===== src/common/aif_pkg.sv =====
// Offsets, field positions and reset values of the audio frame register group
package aif_pkg;
    localparam int ADDR_W = 8;
    localparam int DATA_W = 8;
    localparam int FLAG_W = 7;
    localparam int STAT_W = 2;

    localparam logic [7:0] OFF_AUD_VERSION = 8'h90;
    localparam logic [7:0] OFF_AUD_CODING  = 8'h91;
    localparam logic [7:0] OFF_AUD_RATE    = 8'h92;
    localparam logic [7:0] OFF_AUD_BITRATE = 8'h93;
    localparam logic [7:0] OFF_AUD_SPEAKER = 8'h94;
    localparam logic [7:0] OFF_AUD_DOWNMIX = 8'h95;
    localparam logic [7:0] OFF_AUD_RSVD    = 8'h96;
    localparam logic [7:0] OFF_FLAG_MIRROR = 8'h97;
    localparam logic [7:0] OFF_PD_VERSION  = 8'h98;
    localparam logic [7:0] OFF_VENDOR_1ST  = 8'h99;
    localparam logic [7:0] OFF_IRQ_STATUS  = 8'hB8;
    localparam logic [7:0] OFF_IRQ_MASK    = 8'hB9;

    // Field positions (lsb) inside their bytes
    localparam int POS_CODING   = 4;
    localparam int POS_CHANNELS = 0;
    localparam int POS_RATE     = 2;
    localparam int POS_SIZE     = 0;
    localparam int POS_DOWNMIX  = 7;
    localparam int POS_LEVEL    = 3;

    // Flag bits for a changed audio frame and a changed description frame; the rest come from other packets
    localparam int FLAG_AUDIO   = 1;
    localparam int FLAG_PROD    = 2;

    // Interrupt status bits
    localparam int STAT_AUDIO   = 0;
    localparam int STAT_PROD    = 1;

    localparam logic [7:0] RST_BYTE  = 8'h00;
    localparam logic [6:0] RST_FLAGS = 7'h00;
    localparam logic [1:0] RST_STAT  = 2'h0;
    localparam logic [1:0] RST_MASK  = 2'h0;
    localparam logic [7:0] RD_ZERO   = 8'h00;
endpackage


===== src/rtl/aif_regs.sv =====
// Audio information frame status registers with change flags and interrupt
//
// Contract
// - Coding type reported in bits 7 to 4
// - Channel count code in three low bits
// - Sample rate code in bits 4 to 2
// - Sample size code in bits 1 to 0
// - Eight-bit peak bit rate field exposed
// - Eight-bit speaker placement code exposed
// - Down-mix block flag in bit 7
// - Level shift value in bits 6 to 3
// - Flag mirror at 0x97 equals primary flags
// - First vendor character as 7-bit code
// - Any flag register read clears all flags (a flag set in the same cycle stays set)
// - Audio frame content change sets flag 1
//
// The implementer's own choice: strobed register access.
`timescale 1ns/1ps
`default_nettype none
module aif_regs
    import aif_pkg::*;
(
    input  wire logic              mclk_i,
    input  wire logic              rst_i,
    input  wire logic [ADDR_W-1:0] addr_i,
    input  wire logic [DATA_W-1:0] wdata_i,
    input  wire logic              wr_i,
    input  wire logic              rd_i,
    output logic      [DATA_W-1:0] rdata_o,
    input  wire logic              audio_valid_i,
    input  wire logic [7:0]        audio_version_i,
    input  wire logic [3:0]        audio_coding_type_i,
    input  wire logic [2:0]        channel_count_code_i,
    input  wire logic [2:0]        sample_rate_code_i,
    input  wire logic [1:0]        sample_size_code_i,
    input  wire logic [7:0]        peak_bitrate_i,
    input  wire logic [7:0]        speaker_placement_i,
    input  wire logic              downmix_block_i,
    input  wire logic [3:0]        level_shift_value_i,
    input  wire logic              prod_desc_valid_i,
    input  wire logic [7:0]        prod_desc_version_i,
    input  wire logic [6:0]        vendor_name_char_first_i,
    input  wire logic [FLAG_W-1:0] other_change_i,
    input  wire logic              flag_read_ext_i,
    output logic      [FLAG_W-1:0] new_data_flag_o,
    output logic                   irq_o
);

    logic [7:0]        aud_version_ff;
    logic [3:0]        coding_ff;
    logic [2:0]        channels_ff;
    logic [2:0]        rate_ff;
    logic [1:0]        size_ff;
    logic [7:0]        bitrate_ff;
    logic [7:0]        speaker_ff;
    logic              downmix_ff;
    logic [3:0]        level_ff;
    logic              aud_seen_ff;
    logic [7:0]        pd_version_ff;
    logic [6:0]        vendor_ff;
    logic              pd_seen_ff;
    logic [FLAG_W-1:0] flags_ff;
    logic [STAT_W-1:0] status_ff;
    logic [STAT_W-1:0] mask_ff;
    logic [DATA_W-1:0] rdata_ff;

    logic [40:0]       aud_new;
    logic [40:0]       aud_old;
    logic              aud_change;
    logic              pd_change;
    logic [FLAG_W-1:0] flag_set;
    logic              flag_clear;
    logic [STAT_W-1:0] stat_set;
    logic              stat_clear;
    logic [DATA_W-1:0] nxt_rdata;

    // Whole frame content, so a change in any field counts
    assign aud_new = {audio_version_i, audio_coding_type_i,
                      channel_count_code_i, sample_rate_code_i,
                      sample_size_code_i, peak_bitrate_i,
                      speaker_placement_i, downmix_block_i,
                      level_shift_value_i};
    assign aud_old = {aud_version_ff, coding_ff, channels_ff, rate_ff,
                      size_ff, bitrate_ff, speaker_ff, downmix_ff,
                      level_ff};

    // First frame after reset always counts as new content
    assign aud_change = audio_valid_i && (!aud_seen_ff || aud_new != aud_old);
    assign pd_change  = prod_desc_valid_i &&
                        (!pd_seen_ff ||
                         {prod_desc_version_i, vendor_name_char_first_i} !=
                         {pd_version_ff, vendor_ff});

    always_ff @(posedge mclk_i) begin
        if (rst_i) begin
            aud_version_ff <= RST_BYTE;
            coding_ff      <= 4'h0;
            channels_ff    <= 3'h0;
            rate_ff        <= 3'h0;
            size_ff        <= 2'h0;
            bitrate_ff     <= RST_BYTE;
            speaker_ff     <= RST_BYTE;
            downmix_ff     <= 1'b0;
            level_ff       <= 4'h0;
            aud_seen_ff    <= 1'b0;
        end else if (audio_valid_i) begin
            aud_version_ff <= audio_version_i;
            coding_ff      <= audio_coding_type_i;
            channels_ff    <= channel_count_code_i;
            rate_ff        <= sample_rate_code_i;
            size_ff        <= sample_size_code_i;
            bitrate_ff     <= peak_bitrate_i;
            speaker_ff     <= speaker_placement_i;
            downmix_ff     <= downmix_block_i;
            level_ff       <= level_shift_value_i;
            aud_seen_ff    <= 1'b1;
        end
    end

    always_ff @(posedge mclk_i) begin
        if (rst_i) begin
            pd_version_ff <= RST_BYTE;
            vendor_ff     <= 7'h00;
            pd_seen_ff    <= 1'b0;
        end else if (prod_desc_valid_i) begin
            pd_version_ff <= prod_desc_version_i;
            vendor_ff     <= vendor_name_char_first_i;
            pd_seen_ff    <= 1'b1;
        end
    end

    always_comb begin
        flag_set             = other_change_i;
        flag_set[FLAG_AUDIO] = other_change_i[FLAG_AUDIO] | aud_change;
        flag_set[FLAG_PROD]  = other_change_i[FLAG_PROD] | pd_change;
    end

    // Reads of the sibling flag copies elsewhere arrive as flag_read_ext_i
    assign flag_clear = flag_read_ext_i || (rd_i && addr_i == OFF_FLAG_MIRROR);

    always_ff @(posedge mclk_i) begin
        if (rst_i) begin
            flags_ff <= RST_FLAGS;
        end else begin
            flags_ff <= (flag_clear ? RST_FLAGS : flags_ff) | flag_set;
        end
    end

    assign stat_set   = {pd_change, aud_change};
    assign stat_clear = rd_i && addr_i == OFF_IRQ_STATUS;

    // Sticky events; a new event in the clearing cycle survives
    always_ff @(posedge mclk_i) begin
        if (rst_i) begin
            status_ff <= RST_STAT;
        end else begin
            status_ff <= (stat_clear ? RST_STAT : status_ff) | stat_set;
        end
    end

    // Only the mask is writable; writes elsewhere are dropped
    always_ff @(posedge mclk_i) begin
        if (rst_i) begin
            mask_ff <= RST_MASK;
        end else if (wr_i && addr_i == OFF_IRQ_MASK) begin
            mask_ff <= wdata_i[STAT_W-1:0];
        end
    end

    // Read multiplexer; reserved and unmapped bytes read as zero
    always_comb begin
        nxt_rdata = RD_ZERO;
        unique case (addr_i)
            OFF_AUD_VERSION: nxt_rdata = aud_version_ff;
            OFF_AUD_CODING: begin
                nxt_rdata[POS_CODING +: 4]   = coding_ff;
                nxt_rdata[POS_CHANNELS +: 3] = channels_ff;
            end
            OFF_AUD_RATE: begin
                nxt_rdata[POS_RATE +: 3] = rate_ff;
                nxt_rdata[POS_SIZE +: 2] = size_ff;
            end
            OFF_AUD_BITRATE: nxt_rdata = bitrate_ff;
            OFF_AUD_SPEAKER: nxt_rdata = speaker_ff;
            OFF_AUD_DOWNMIX: begin
                nxt_rdata[POS_DOWNMIX]    = downmix_ff;
                nxt_rdata[POS_LEVEL +: 4] = level_ff;
            end
            OFF_AUD_RSVD: nxt_rdata = RD_ZERO;
            OFF_FLAG_MIRROR: nxt_rdata = {1'b0, flags_ff};
            OFF_PD_VERSION:  nxt_rdata = pd_version_ff;
            OFF_VENDOR_1ST:  nxt_rdata = {1'b0, vendor_ff};
            OFF_IRQ_STATUS:  nxt_rdata = {6'h00, status_ff};
            OFF_IRQ_MASK:    nxt_rdata = {6'h00, mask_ff};
            default:         nxt_rdata = RD_ZERO;
        endcase
    end

    // Data stands only in the cycle after the strobe
    always_ff @(posedge mclk_i) begin
        if (rst_i) begin
            rdata_ff <= RD_ZERO;
        end else begin
            rdata_ff <= rd_i ? nxt_rdata : RD_ZERO;
        end
    end

    assign rdata_o         = rdata_ff;
    assign new_data_flag_o = flags_ff;
    assign irq_o           = |(status_ff & mask_ff);
endmodule
`default_nettype wire

===== config.mk =====
export PLATFORM = sky130hd
export DESIGN_NAME = aif_regs
export DESIGN_NICKNAME = d
export VERILOG_FILES = /design/src/common/aif_pkg.sv /design/src/rtl/aif_regs.sv
export SDC_FILE = /design/constraint.sdc
export NUM_CORES = 1
export LEC_CHECK = 0
export BUFFER_PORTS_ARGS = -buffer_cell sky130_fd_sc_hd__buf_2
export CAP_MARGIN = 40
export CELL_PAD_IN_SITES_DETAIL_PLACEMENT = 1
export CELL_PAD_IN_SITES_GLOBAL_PLACEMENT = 1
export CORE_MARGIN = 1
export CORE_UTILIZATION = 40
export CTS_BUF_LIST = sky130_fd_sc_hd__clkbuf_8
export CTS_CLUSTER_DIAMETER = 100
export DETAILED_ROUTE_END_ITERATION = 8
export PLACE_DENSITY_LB_ADDON = 0.1
export SETUP_SLACK_MARGIN = 0.05
export SLEW_MARGIN = 30
export SYNTH_ARGS = -nofsm -noshare
export SYNTH_HDL_FRONTEND = slang
export SYNTH_SLANG_ARGS = --single-unit

===== constraint.sdc =====
create_clock -name mclk_i -period 2.03 [get_ports mclk_i]
set_input_delay 0.1015 -clock mclk_i [delete_from_list [all_inputs] [get_ports mclk_i]]
set_output_delay 0.1015 -clock mclk_i [all_outputs]
set_load 0.01 [all_outputs]

==> summary.md, run 1 <==
| Metric | Value |
|---|---|
| Clk buf depth | `2` |
| Cell total after placement | `634` |
| Number of flops mapped to enable cells by yosys | `0` |
| Number of hold buffers added after cts | `5` |
| Final setup fails | `0` |
| Post-synthesis mux area share | `17.22%` |
| Max layer used | `met4` |
| Final setup margin | `257.9 ps` |
| Worst-Skew Late Latency | `340 ps` |
| Total power | `0.003350 W` |
| Met3 WL | `532 µm` |
| Final Slew Violations | `0` |
| Initial antenna violation count | `0` |
| Worst-path fanout max | `3` |
| Htree depth | `3` |
| Complex-gate fraction of the synthesized area | `10.66%` |
| Row Count | `35` |
| Number of routed nets with antenna violations | `0` |
| Fmax | `564.3 MHz` |
| Slew headroom | `49.08%` |
| CORE AREA | `0.009415 mm²` |
| Clock Sinks | `77` |
| Min Tclk post-route | `1772 ps` |
| Largest cells by area after synthesis | `dfxtp_1 39%, mux2i_1 17%, xor2_1 8.8%, nor2_1 7.8%, xnor2_1 3.5%` |
| MaxCap Viol Count | `0` |
| Final Cycle Share | `87.30%` |
| Starting Density | `42.14%` |
| Worst Path Arrival | `1960 ps` |
| All-Layer GR Usage | `24.33%` |
| Area of the die | `0.01032 mm²` |
| Critical Path RT | `2220 ps` |
| R2R Path Start | `aud_version_ff[5]` |
| HP Start | `wdata_i[1]` |
| CTS tree | `done` |
| Post-Synth Adder-Cell Area | `0%` |
| Met2 WL | `5717 µm` |
| Syn_nets | `510` |
| Share of cells above drive strength 1 | `24.71%` |
| Largest net degree at the start of global routing | `70` |
| Cells after synthesis | `424` |
| Post-DR wirelength/cell | `18.19 µm` |
| Avg Cell Area, Syn | `9.357 µm²` |
| Most common cell in the synthesized netlist | `nor2_1` |
| Fin nets | `607` |
| Reg-to-reg endpoint | `new_data_flag_o[1]` |
| Synth async-reset ratio | `0%` |
| Die Wd | `101.6 µm` |
| Wire length on met1 | `5543 µm` |
| Cell taking the most area after synthesis | `dfxtp_1` |
| Register bit total from synthesis | `77` |
| Total grt overflow | `0` |
| Setup skew after layout | `12.16 ps` |
| Final GP Congestion | `0.8387` |
| Unrepaired setup endpoints after global routing | `false` |
| Worst R2R Path Depth | `6` |
| Hold depth | `3` |
| Largest family of logic cells by synthesized area | `simple AND/OR/NAND/NOR gates` |
| Layout Cells excl Fill | `655` |
| IO Pins | `102` |
| Post-cts resize count | `0` |
| R2R Setup Slk | `260 ps` |
| Detailed Routing Iterations Pass 1 | `4` |
| CP startpoint kind | `flop` |
| Iter 0 DRT Violations | `102` |
| Register area share after synthesis | `38.85%` |
| Top post-synthesis cells by count | `82 x nor2_1, 77 x dfxtp_1, 66 x mux2i_1` |
| Share of Yosys cell area claimed by the top area cell type | `38.85%` |
| Most used DFF post-synth | `dfxtp_1` |
| Global-route wire length before repair | `18880 µm` |
| P&R area growth vs syn | `21.29%` |
| Clock-pin slew on the worst setup and hold paths | `90 ps` |
| Yosys warns | `0` |
| Outcome | `completed` |
| PortBufs | `95` |
| Synth cell types | `55` |
| Setup CP Type | `flop to flop` |
| Hold worst-path end | `mask_ff[1]` |
| Worst slack, placed | `304.3 ps` |
| WL final | `11910 µm` |
| CTS root buffer | `clkbuf_8` |
| Hold Vio Cnt, Final | `0` |
| DIE HEIGHT | `101.6 µm` |
| Slew @ Worst Pin | `763.8 ps` |
| Lkg Pwr | `2.165 nW` |
| DP HPWL | `9330 µm` |
| Endpoint class of the critical path | `flop` |
| Setup TNS | `0 ps` |
| Vias per cell | `5.302` |
| Setup bufs post-CTS | `0` |
| Simple-Gate Fraction of Synth Area | `17.94%` |
| Synth Area in XOR/XNOR | `12.36%` |
| Via count | `3473` |
| Vias in the first global route | `3632` |
| # DRC | `0` |
| Pwr Density | `696.2 mW/mm²` |
| Min-Delay Path Class | `input pin to flop` |
| Ant diodes | `0` |
| Inserted Clock Buffers | `9` |
| Worst vdd ir | `0.4036 mV` |
| Post-synthesis cell area | `0.003968 mm²` |
[placed cells by master (no fill, tap or decap), types with 2 or more instances in the layout]
cell,instances
buf_2,95
nor2_1,82
dfxtp_1,77
mux2i_1,66
xor2_1,40
a21oi_1,18
xnor2_1,16
nand2_1,12
nor4_1,10
a22oi_1,9
clkbuf_8,9
buf_4,8
nand3_1,6
a221oi_1,6
nand4_1,5
dlygate4sd3_1,5
o21ai_0,3
nand2b_1,3
a211oi_1,3
o22ai_1,3
nor4_4,2
o211ai_1,2
nor2b_1,2
nand3b_1,2
nor3_1,2
a2bb2oi_1,2
and3_1,2
a21boi_1,2
clkinvlp_4,2
clkinv_2,2
[layer usage]
| metal | vias to the layer above | track usage (%) |
|---|---|---|
| met4 | 0 | 5.909 |
| met5 | - | 0 |
| met2 | 84 | 40.90 |
| met1 | 1675 | 31.96 |
| li1 | 1706 | - |
| met3 | 8 | 4.762 |
[kinds of logic after synthesis]
logic type | Yosys count
AND/OR/NAND/NOR | 140
flip-flops | 77
multiplexers | 67
AO/OA/AOI/OAI | 60
XOR/XNOR | 56
buffers and inverters | 24
[flip-flops by register name, summed over array words and instances, names as in the netlist]
| signal | cells |
|---|---|
| aud_seen_ff | 1 |
| aud_version_ff | 8 |
| bitrate_ff | 8 |
| channels_ff | 3 |
| coding_ff | 4 |
| downmix_ff | 1 |
| level_ff | 4 |
| mask_ff | 2 |
| new_data_flag_o | 7 |
| pd_seen_ff | 1 |
| pd_version_ff | 8 |
| rate_ff | 3 |
| rdata_o | 8 |
| size_ff | 2 |
| speaker_ff | 8 |
| status_ff | 2 |
| vendor_ff | 7 |
[critical path, stage by stage (launching register included)]
cell and delay (ps):
dfxtp_1 360, xor2_1 180, nor4_1 290, nand3_1 180, o41ai_1 380, buf_4 180
a21oi_1 60
[worst max-delay path by stage]
| stage | from | endpoint | slack (ps) | depth (start not counted) |
|---|---|---|---|---|
| finish | aud_version_ff[5] | new_data_flag_o[1] | 260 | 6 |
| global route | level_ff[3] | new_data_flag_o[1] | 130 | 6 |
| CTS | level_ff[3] | new_data_flag_o[1] | 260 | 6 |
| detailed placement | level_ff[3] | new_data_flag_o[1] | 300 | 6 |
| global placement | speaker_ff[0] | new_data_flag_o[1] | 310 | 6 |
| floorplan | bitrate_ff[3] | new_data_flag_o[1] | 600 | 5 |
[metrics by stage]
step	utilization, %	area, µm²	hold WS [ps]
6_report	51.11	4812	9.747
5_1_grt	51.11	4812	2.983
4_1_cts	51.11	4812	2.107
3_5_place_dp	48.54	4571	318.3
3_3_place_gp	48.54	4571	304.1
2_1_floorplan	-	3968	218.9
[report_power, final]
part	switching (W)	internal [W]
clock network	0.000580	0.000562
logic	0.000289	0.000249
registers	0.0000797	0.00159
[cell type report]
cell class | instances | area [µm²]
Sequential cell | 77 | 1541
Clock inverter | 7 | 67.56
Inverter | 1 | 3.754
Clock buffer | 9 | 123.9
Multi-Input combinational cell | 323 | 2308
Timing Repair Buffer | 109 | 605.6
Tap cell | 129 | 161.4
Fill cell | 1133 | 4603
Note: power is estimated with default switching activity, not from simulation.
==> inputs of run 2 (changes only) <==
--- a/config.mk
+++ b/config.mk
@@ -15,7 +15,7 @@
 export CTS_CLUSTER_DIAMETER = 100
 export DETAILED_ROUTE_END_ITERATION = 8
 export PLACE_DENSITY_LB_ADDON = 0.1
-export SETUP_SLACK_MARGIN = 0.05
+export SETUP_SLACK_MARGIN = 0.3
 export SLEW_MARGIN = 30
 export SYNTH_ARGS = -nofsm -noshare
 export SYNTH_HDL_FRONTEND = slang
==> summary.md, run 2 (synthesized netlist as in run 1, its figures left out) <==
| Metric | Value |
|---|---|
| CTS tree | `done` |
| Worst vdd ir | `0.4065 mV (+0.72%)` |
| Total power | `0.003375 W (+0.73%)` |
| Via count | `3468 (-0.14%)` |
| P&R area growth vs syn | `23.62%` |
| Fmax | `592.6 MHz (+5.0%)` |
| Slowest CP cell | `dfxtp_4` |
| Sequential cell area | `0.001551 mm² (+0.65%)` |
| Outcome | `completed` |
| CP startpoint kind | `flop` |
| IO Pins | `102 (unchanged)` |
| Area of the die | `0.01032 mm² (unchanged)` |
| Setup skew after layout | `13.11 ps (+0.9416 ps)` |
| Die Wd | `101.6 µm (unchanged)` |
| Worst slack, placed | `304.3 ps (unchanged)` |
| Final Cycle Share | `83.12% (-4.2 points)` |
| Lkg Pwr | `2.184 nW (+0.90%)` |
| Worst-Skew Late Latency | `340 ps (about the same)` |
| Fillers | `1127 (-0.53%)` |
| Share of cells above drive strength 1 | `28.33% (+3.6 points)` |
| # DRC | `0 (unchanged)` |
| Slew headroom | `48.98% (-0.10 points)` |
| Number of routed nets with antenna violations | `0 (unchanged)` |
| Area of the multi-input gates | `0.002391 mm² (+3.6%)` |
| Initial antenna violation count | `0 (unchanged)` |
| CTS root buffer | `clkbuf_8` |
| Largest net degree at the start of global routing | `70 (unchanged)` |
| Final GP Congestion | `0.8387 (unchanged)` |
| Unrepaired setup endpoints after global routing | `true` |
| Min Tclk post-route | `1687 ps (-84.72 ps)` |
| Row Count | `35 (unchanged)` |
| Worst Path Arrival | `1880 ps (-80 ps)` |
| R2R Setup Slk | `340 ps (+80 ps)` |
| MaxCap Viol Count | `0 (unchanged)` |
| Iter 0 DRT Violations | `135 (+32%)` |
| Inserted Clock Buffers | `9 (unchanged)` |
| Ant diodes | `0 (unchanged)` |
| Endpoint class of the critical path | `flop` |
| Pwr Density | `688.0 mW/mm² (-1.2%)` |
| Most common cell after layout, fill and taps aside | `buf_2` |
| Final setup fails | `0 (unchanged)` |
| Clk buf depth | `2 (unchanged)` |
| Vias per cell | `5.295 (-0.14%)` |
| CORE AREA | `0.009415 mm² (unchanged)` |
| WL final | `12120 µm (+1.7%)` |
| PortBufs | `95 (unchanged)` |
| DIE HEIGHT | `101.6 µm (unchanged)` |
| Max stage delay on crit path | `360 ps (-20 ps)` |
| Min-Delay Path Class | `input pin to flop` |
| Clock-pin slew on the worst setup and hold paths | `90 ps (about the same)` |
| Slew @ Worst Pin | `765.3 ps (+1.511 ps)` |
| Critical Path RT | `2220 ps (about the same)` |
| Detailed Routing Iterations Pass 1 | `4 (unchanged)` |
| Clock Sinks | `77 (unchanged)` |
| Vias in the first global route | `3632 (unchanged)` |
| Most frequent cells in the layout | `95 x buf_2, 82 x nor2_1, 71 x dfxtp_1` |
| Post-DR wirelength/cell | `18.50 µm (+1.7%)` |
| All-Layer GR Usage | `24.33% (unchanged)` |
| Htree depth | `3 (unchanged)` |
| Worst-path fanout max | `3 (unchanged)` |
| Worst-path cell chain | `xor2_2 -> nor4_2 -> nand4_1 -> o41ai_2 -> buf_4 -> a21oi_2` |
| Global-route wire length before repair | `18890 µm (about the same)` |
| Total grt overflow | `0 (unchanged)` |
| Setup CP Type | `flop to flop` |
| DP HPWL | `9330 µm (unchanged)` |
| Hold Vio Cnt, Final | `0 (unchanged)` |
| Setup TNS | `0 ps (unchanged)` |
| Final setup margin | `342.6 ps (+84.72 ps)` |
| Starting Density | `42.14% (unchanged)` |
| Fin nets | `607 (unchanged)` |
| Final Slew Violations | `0 (unchanged)` |
[run 2: changes by cell type in the layout (fill, tap and decap cells not counted), moves of 2 or more]
cell     previous run  this run
a21oi_1            18        16
a21oi_2             1         3
dfxtp_1            77        71
dfxtp_2             0         5
nor4_1             10         4
nor4_2              0         6
xnor2_1            16        14
xnor2_2             0         2
xor2_1             40        38
xor2_2              0         2
[run 2: worst max-delay path, delay by kind of cell, from the launching register on]
family                 cells  cell delay, ps
AO/OA/AOI/OAI              2             380
AND/OR/NAND/NOR            2             490
XOR/XNOR                   1             140
buffers and inverters      1             180
flip-flops                 1             360
[run 2: report_power, final]
group / internal, W / switching, W / total (W)
Combinational: 0.000257 / 0.000302 / 0.000559
Clock: 0.000562 / 0.000579 / 0.00114
Sequential: 0.00159 / 0.0000821 / 0.00167
[run 2: final timing paths]
path	start	end	cells after the start
setup / recovery	aud_version_ff[4]	new_data_flag_o[1]	6
hold / removal	wdata_i[1]	mask_ff[1]	3
setup reg to reg	aud_version_ff[4]	new_data_flag_o[1]	6
hold reg to reg	pd_seen_ff	pd_seen_ff	2
[run 2: timing repair]
| action | in CTS | in global routing |
|---|---|---|
| buffers inserted | 0 | 0 |
| endpoints found under the setup margin | 2 | 4 |
| hold endpoints to repair | 5 | 0 |
| hold buffers | 5 | 0 |
| resized for setup | 2 | 18 |
| pin swaps | 0 | 10 |
[run 2: metrics by stage]
step / area, µm² / cells / hold WS (ps) / utilization, %
floorplan: 3968 / 424 / 218.9 / -
global route: 4905 / 655 / 2.983 / 52.09
CTS: 4826 / 655 / 2.107 / 51.26
detailed placement: 4571 / 634 / 318.3 / 48.54
global placement: 4571 / 634 / 304.1 / 48.54
finish: 4905 / 655 / 14.97 / 52.09
[run 2: final cells by class]
| cell class | count | share of cell area [%] |
|---|---|---|
| inverters | 1 | 0.07653 |
| clock inverters | 7 | 1.378 |
| well taps | 129 | 3.291 |
| repair buffers | 109 | 12.35 |
| clock buffers | 9 | 2.526 |
| multi-input cells | 323 | 48.75 |
| flip-flops and latches | 77 | 31.63 |
[run 2: routing by layer]
layer / up-vias / wire, µm / global-route usage [%]
li1: 1695 / - / -
met1: 1679 / 5561 / 31.96
met2: 86 / 5904 / 40.90
met3: 8 / 527 / 4.762
met4: 0 / 121 / 5.909
met5: - / 0 / 0
